--- src/core/lcdrd_pkg.sv ---
`default_nettype none

package lcdrd_pkg;

  localparam int unsigned ROWS_DEFAULT = 32;

  // Row drive codes: bit 0 selects the positive level, bit 1 the negative level.
  localparam logic [1:0] DRIVE_GROUND = 2'h0;
  localparam logic [1:0] DRIVE_POSITIVE = 2'h1;
  localparam logic [1:0] DRIVE_NEGATIVE = 2'h2;

  localparam int unsigned DRIVE_POS_BIT = 0;
  localparam int unsigned DRIVE_NEG_BIT = 1;

  localparam logic STAGE_RESET = 1'h0;
  localparam logic SHIFT_CLK_RESET = 1'h0;
  localparam logic STAGE_CLEAR = 1'h0;
  localparam logic ROW_OUT_RESET = 1'h0;
  localparam logic SERIAL_OUT_RESET = 1'h0;

endpackage

`default_nettype wire

--- src/core/lcdrd_row_cell.sv ---
`timescale 1ns/100ps
`default_nettype none

// Selects the drive code of one row output from its stage, the enable and the polarity.
module lcdrd_row_cell
(
  input wire logic stage,
  input wire logic output_enable,
  input wire logic polarity,
  output logic [1:0] drive_code
);

  always_comb
  begin
    if (!output_enable)
    begin
      drive_code = lcdrd_pkg::DRIVE_GROUND;
    end
    else if (!stage)
    begin
      drive_code = lcdrd_pkg::DRIVE_GROUND;
    end
    else if (polarity)
    begin
      drive_code = lcdrd_pkg::DRIVE_POSITIVE;
    end
    else
    begin
      drive_code = lcdrd_pkg::DRIVE_NEGATIVE;
    end
  end

endmodule // lcdrd_row_cell

`default_nettype wire

--- src/core/lcdrd_row_driver.sv ---
`timescale 1ns/100ps
`default_nettype none

module lcdrd_row_driver
#(
  parameter int unsigned ROWS = lcdrd_pkg::ROWS_DEFAULT
)
(
  input wire logic ref_clk,
  input wire logic srst,
  input wire logic shift_clk,
  input wire logic serial_in,
  input wire logic register_clear_n,
  input wire logic output_enable,
  input wire logic polarity,
  output logic [ROWS-1:0] row_output_pos,
  output logic [ROWS-1:0] row_output_neg,
  output logic serial_out
);

  logic shift_clk_r;
  logic shift_fall;
  logic clear_req;
  logic [ROWS-1:0] stage_r;
  logic serial_out_r;
  wire [ROWS-1:0] stage_nxt;
  wire [ROWS-1:0] row_pos_all;
  wire [ROWS-1:0] row_neg_all;

  // A single stage would make the serial entry and the chain tap the same flip-flop.
  if (ROWS < 2)
  begin : g_rows_check
    $error("lcdrd_row_driver needs at least two stages");
  end

  // Each row keeps a positive and a negative enable inside its two-bit drive code.
  if ((lcdrd_pkg::DRIVE_POS_BIT > 1) || (lcdrd_pkg::DRIVE_NEG_BIT > 1))
  begin : g_code_width_check
    $error("lcdrd_row_driver drive code bits must lie within two bits");
  end

  if (lcdrd_pkg::DRIVE_POS_BIT == lcdrd_pkg::DRIVE_NEG_BIT)
  begin : g_code_split_check
    $error("lcdrd_row_driver drive code bits must differ");
  end

  // The shift clock is sampled on ref_clk; a high-then-low pair marks its falling edge.
  always_ff @(posedge ref_clk)
  begin
    if (srst)
    begin
      shift_clk_r <= lcdrd_pkg::SHIFT_CLK_RESET;
    end
    else
    begin
      shift_clk_r <= shift_clk;
    end
  end

  // A fall needs a high sample and then a low level, so a shift clock that is already low
  // when reset ends is not taken for a fall. A pulse that is not seen high on one ref_clk
  // edge and low on the next is missed.
  assign shift_fall = shift_clk_r && !shift_clk;

  // Clear is taken as a level at each edge and wins over any shift in the same cycle.
  assign clear_req = !register_clear_n;

  for (genvar s = 0; s < ROWS; s++)
  begin : g_stage
    logic shift_src;
    logic next_bit;
    logic [1:0] cell_code;
    logic pos_r;
    logic neg_r;

    if (s == 0)
    begin : g_head
      assign shift_src = serial_in;
    end
    else
    begin : g_link
      assign shift_src = stage_r[s-1];
    end

    always_comb
    begin
      if (clear_req)
      begin
        next_bit = lcdrd_pkg::STAGE_CLEAR;
      end
      else if (shift_fall)
      begin
        next_bit = shift_src;
      end
      else
      begin
        next_bit = stage_r[s];
      end
    end

    assign stage_nxt[s] = next_bit;

    // The cell sees the next stage value, so a row moves on the same edge as its stage.
    lcdrd_row_cell lcdrd_row_cell_inst
    (
      .stage(next_bit),
      .output_enable(output_enable),
      .polarity(polarity),
      .drive_code(cell_code)
    );

    // Both enables low means ground; the cell never raises both at once.
    always_ff @(posedge ref_clk)
    begin
      if (srst)
      begin
        pos_r <= lcdrd_pkg::ROW_OUT_RESET;
      end
      else
      begin
        pos_r <= cell_code[lcdrd_pkg::DRIVE_POS_BIT];
      end
    end

    always_ff @(posedge ref_clk)
    begin
      if (srst)
      begin
        neg_r <= lcdrd_pkg::ROW_OUT_RESET;
      end
      else
      begin
        neg_r <= cell_code[lcdrd_pkg::DRIVE_NEG_BIT];
      end
    end

    assign row_pos_all[s] = pos_r;
    assign row_neg_all[s] = neg_r;
  end

  always_ff @(posedge ref_clk)
  begin
    if (srst)
    begin
      stage_r <= {ROWS{lcdrd_pkg::STAGE_RESET}};
    end
    else
    begin
      stage_r <= stage_nxt;
    end
  end

  // The chain output is its own flip-flop fed like the last stage, so it always equals it.
  always_ff @(posedge ref_clk)
  begin
    if (srst)
    begin
      serial_out_r <= lcdrd_pkg::SERIAL_OUT_RESET;
    end
    else
    begin
      serial_out_r <= stage_nxt[ROWS-1];
    end
  end

  assign serial_out = serial_out_r;
  assign row_output_pos = row_pos_all;
  assign row_output_neg = row_neg_all;

endmodule // lcdrd_row_driver

`default_nettype wire

--- config.mk ---
export PLATFORM = sky130hd
export DESIGN_NAME = lcdrd_row_driver
export DESIGN_NICKNAME = d
export VERILOG_FILES = /design/src/core/lcdrd_pkg.sv /design/src/core/lcdrd_row_cell.sv /design/src/core/lcdrd_row_driver.sv
export SDC_FILE = /design/constraint.sdc
export NUM_CORES = 1
export LEC_CHECK = 0
export ABC_AREA = 0
export BUFFER_PORTS_ARGS = -buffer_cell sky130_fd_sc_hd__buf_2
export CAP_MARGIN = 5
export CORE_MARGIN = 3
export CORE_UTILIZATION = 57
export CTS_CLUSTER_DIAMETER = 100
export DETAILED_ROUTE_END_ITERATION = 8
export PLACE_DENSITY = 0.83
export SLEW_MARGIN = 10
export SYNTH_ARGS = -nofsm -noshare
export SYNTH_HDL_FRONTEND = slang
export SYNTH_SLANG_ARGS = --single-unit
--- constraint.sdc ---
create_clock -name ref_clk -period 2.9 [get_ports ref_clk]
set_clock_uncertainty 0.05 [all_clocks]
set_input_delay 0.725 -clock ref_clk [delete_from_list [all_inputs] [get_ports ref_clk]]
set_output_delay 0.725 -clock ref_clk [all_outputs]
set_load 0.05 [all_outputs]
---- Word-level counts from Yosys, hierarchy flattened ----
Index checks and enable logic that the tools add are counted.
storage, ports and cells
  register bits ........................... 98
  input port bits ......................... 7
  output and inout bits ................... 65
operators by class
  muxes and demuxes ....................... 65
  bitwise operators ....................... 33
  reduce and logical (&&, ||, !) cells .... 34
operators by type and width
  kind                number
  OR reduction 3 bit  32
  two-way mux 1 bit   64
  inverter 1 bit      33
  two-way mux 2 bit   1
  logical AND 1 bit   1
  zero test 1 bit     1

---- Logic depth before layout (Yosys ltp) ----
  depth in word-level cells ............... 6
  depth in mapped cells ................... 5

---- Hierarchy ----
A second synthesis with hierarchy kept.
unflattened totals
  cell total of the unflattened synthesis .. 405
  area, all modules ....................... 4,132.7 µm²
by module, submodules not included
  module            times used  cells an instance  area each (µm²)  seq. area each (µm²)
  lcdrd_row_driver  1           341                3,612.2          1,941.9
  lcdrd_row_cell    32          2                  16.3             0.0

---- Least setup slack after synthesis ----
No wires, ideal clock.
  kind .................................... input -> register
  from .................................... input shift_clk
  to ...................................... register stage_r[10]
  library setup time ...................... 0.127 ns
  data arrival time ....................... 1.448 ns
  setup slack ............................. 1.275 ns
  cell stages on the path ................. 5
  path buffers ............................ 2
  cell sequence ........................... nand2b_1 buf_2 buf_6 mux2i_1 nor2_1
on the way
  longest elaborated chain between the ends .. 4
ends and longest elaborated chain
  element               line                     source
  start, declared       lcdrd_row_driver.sv:11   input wire logic shift_clk,
  zero test 1 bit       lcdrd_row_driver.sv:63   assign shift_fall = shift_clk_r && !shift_clk;
  logical AND 1 bit     lcdrd_row_driver.sv:63
  two-way mux 1 bit     lcdrd_row_driver.sv:91   else if (shift_fall)
  two-way mux 1 bit     lcdrd_row_driver.sv:87   if (clear_req)
  end signal, assigned  lcdrd_row_driver.sv:145  stage_r <= {ROWS{lcdrd_pkg::STAGE_RESET}};
  end signal, assigned  lcdrd_row_driver.sv:149  stage_r <= stage_nxt;
  end, declared         lcdrd_row_driver.sv:24   logic [ROWS-1:0] stage_r;
Every way passes these cells.
A chain may end at the register's enable or synchronous reset.

---- Worst setup path in the final report ----
  from .................................... input register_clear_n
  to ...................................... register g_stage[11].neg_r
on the way
  longest elaborated chain between the ends .. 3
ends and longest elaborated chain
  element                       line                     source
  start, declared               lcdrd_row_driver.sv:13   input wire logic register_clear_n,
  two-way mux 1 bit             lcdrd_row_driver.sv:87
  inverter 1 bit (no line)      n/a
  OR reduction 3 bit (no line)  n/a
  end signal, assigned          lcdrd_row_driver.sv:129  neg_r <= lcdrd_pkg::ROW_OUT_RESET;
  end signal, assigned          lcdrd_row_driver.sv:133  neg_r <= cell_code[lcdrd_pkg::DRIVE_NEG_BIT];
  end, declared                 lcdrd_row_driver.sv:74   logic neg_r;
Every way passes these cells.

==> impl_metrics.toml <==
[cts]
postCtsHoldBufs = 0
path_clk_slew_ns = 0.08
post_cts_buffers = 0
cts_buffer_depth = 2
cts_sinks = 97
cts-buffers-inserted = 9
clk_latency_ns = 0.34
cts_tree = "built"
cts-resized-gates = 0
htreeDepth = 3
cts-root-buf = "clkbuf_8"

[timing]
worst_pin_slew_ns = 1.13
final.min_clock_period_ns = 1.73
fmax_mhz = 576
period_share = 0.598
tns_ns = 0
slew_viol_final = 0
rsz0062_at_grt = "no"
timing.slew.headroom = 0.247
hold_viol = 0
setup_viol = 0

[critical_path]
crit_slowest_cell = "or3_1"
path_max_fanout = 32
path_class = "in2reg"
end_kind = "register"
slowest_delay_ns = 0.85
crit_chain = "buf_2 > nand2_1 > or3_1 > nor2_1"
crit_arrival_ns = 1.87
start_kind = "input port"
cp.required_ns = 3.04

[synth]
syn_area_um2 = 3260
synthCells = 309
synth_top_cell_area_share = 0.596
synth_cell_types = 13
synthArstFlopShare = 0
ys_dominant_reg_cell = "dfxtp_1"
syn-num-nets = 316
synth_edf_count = 0
synth_top_area_cell = "dfxtp_1"
ys_ff_latch = 97
avgSynthCellArea_um2 = 10.5
yosysSeqAreaShare = 0.596
synthTopCellsByCount = "dfxtp_1 (97), nor2_1 (96), buf_4 (64), mux2i_1 (32), clkbuf_1 (6)"
synth.area.top_cells = "dfxtp_1 (60%), buf_4 (15%), nor2_1 (11%)"
yosysMostFrequentCell = "dfxtp_1"
synth_warnings = 0

[flow_run]
drv_cap = 0

[power_and_ir_drop]
p_switching_uw = 435
p_leak_nw = 1.64
p_comb_frac = 0.018
p_sw_frac = 0.186
p_total_mw = 2.33
powerDensity_nw_per_um2 = 693
clkPwrFrac = 0.412
vdd_ir_drop_max_v = 0.000443
p_seq_frac = 0.571
p_int_mw = 1.90

[place]
routabilityCongestion = 0.723
port_buffers = 71
dp_hpwl_um = 3050

[floorplanning]
boundaryPins = 72
dieHeight_um = 81.6
start_util = 0.614
core_um2 = 5300
rows = 26
die_width_um = 81.6
die-area_um2 = 6660

[detailed_routing]
ant_nets = 0
drc = 0
post_drt_wl_per_cell_um = 11.8
initialDrtViolationCount = 72
via_per_inst = 4.55
first_pass_iters = 4
finalWirelength_um = 4610
vias = 1773

[global_route]
grt_max_degree = 33
overflow = 0
antenna_found_initial = 0
grt_pass1_wl_um = 7780
grtUsageTotal = 0.157
first_global_vias = 1741

[finish]
areaGrowthSynthToFinish_pct = 3.42
nNetsFinal = 323
multiInputGateArea_um2 = 721
antenna_cells = 0
seq_area_um2 = 1940
drive_above_1_share = 0.278
n_fill_cell = 433

[hold_path]
hp-class = "reg2reg"

[status]
outcome = "finished, final reports clean"
==> state kept, by name, summed over array words and instances (netlist names) <==
signal         flops
g_stage.neg_r     32
stage_r           32
shift_clk_r        1
g_stage.pos_r     32
==> per-layer routing <==
layer  global-route usage  vias up  share of wire
li1                     -      907              -
met1                0.172      808           0.45
met2                0.260       49           0.46
met3               0.0724        9          0.073
met4               0.0698        0          0.014
met5                    0        -              0
==> kinds of logic (layout without fill, tap and decap cells) <==
kind of cell / count (synthesis) / in the layout / synth area share
buffers and inverters: 78 / 89 / 0.184
DFF: 97 / 97 / 0.596
muxes: 32 / 32 / 0.0983
and+or+nand+nor: 102 / 102 / 0.122
==> layout make-up <==
| cell class | instances | share of cell area |
|---|---|---|
| Tap cell | 70 | 0.0260 |
| Multi-Input combinational cell | 134 | 0.214 |
| Timing Repair Buffer | 74 | 0.116 |
| Sequential cell | 97 | 0.576 |
| Clock buffer | 13 | 0.0501 |
| Clock inverter | 2 | 0.0178 |
==> cell usage in the layout (no fill, tap or decap), drive strengths merged <==
cell type  netlist  routed
bufinv           0       2
clkbuf           6      13
nor2b            1       1
nand2            1       1
nand2b           2       2
mux2i           32      32
or3              1       1
nand4b           1       1
buf             72      74
nor2            96      96
dfxtp           97      97
==> metrics by stage <==
| stage | area (um2) | util | hold WS (ns) | cells | setup slack [ns] |
|---|---|---|---|---|---|
| floorplan | 3260 | - | 0.449 | 309 | 1.27 |
| global placement | 3140 | 0.592 | 0.465 | 375 | 0.862 |
| detailed placement | 3140 | 0.592 | 0.479 | 375 | 0.797 |
| CTS | 3370 | 0.635 | 0.492 | 390 | 1.14 |
| global route | 3370 | 0.635 | 0.508 | 390 | 0.947 |
| finish | 3370 | 0.635 | 0.493 | 390 | 1.17 |
==> critical path, delay by kind of cell <==
kind	cells	cell delay, ns
and+or+nand+nor	3	1.04
buffers and inverters	1	0.11
==> final timing paths <==
check / start / end / slack [ns] / cells past startpoint
setup reg to reg: shift_clk_r / g_stage[14].neg_r / 1.42 / 4
hold reg to reg: stage_r[19] / g_stage[20].neg_r / 0.49 / 2
setup / recovery: register_clear_n / g_stage[11].neg_r / 1.17 / 4
hold / removal: stage_r[19] / g_stage[20].neg_r / 0.49 / 2
==> power by group through the flow <==
| stage | Sequential [mW] | Combinational, mW | Clock, mW |
|---|---|---|---|
| detailed placement | 1.36 | 0.0415 | 0 |
| global placement | 1.36 | 0.0406 | 0 |
| CTS | 1.33 | 0.0417 | 0.978 |
| global route | 1.33 | 0.0451 | 1.03 |
| finish | 1.33 | 0.0410 | 0.961 |
| floorplan | 1.36 | 0.0350 | 0 |
Power figures use the tool's default switching activity.
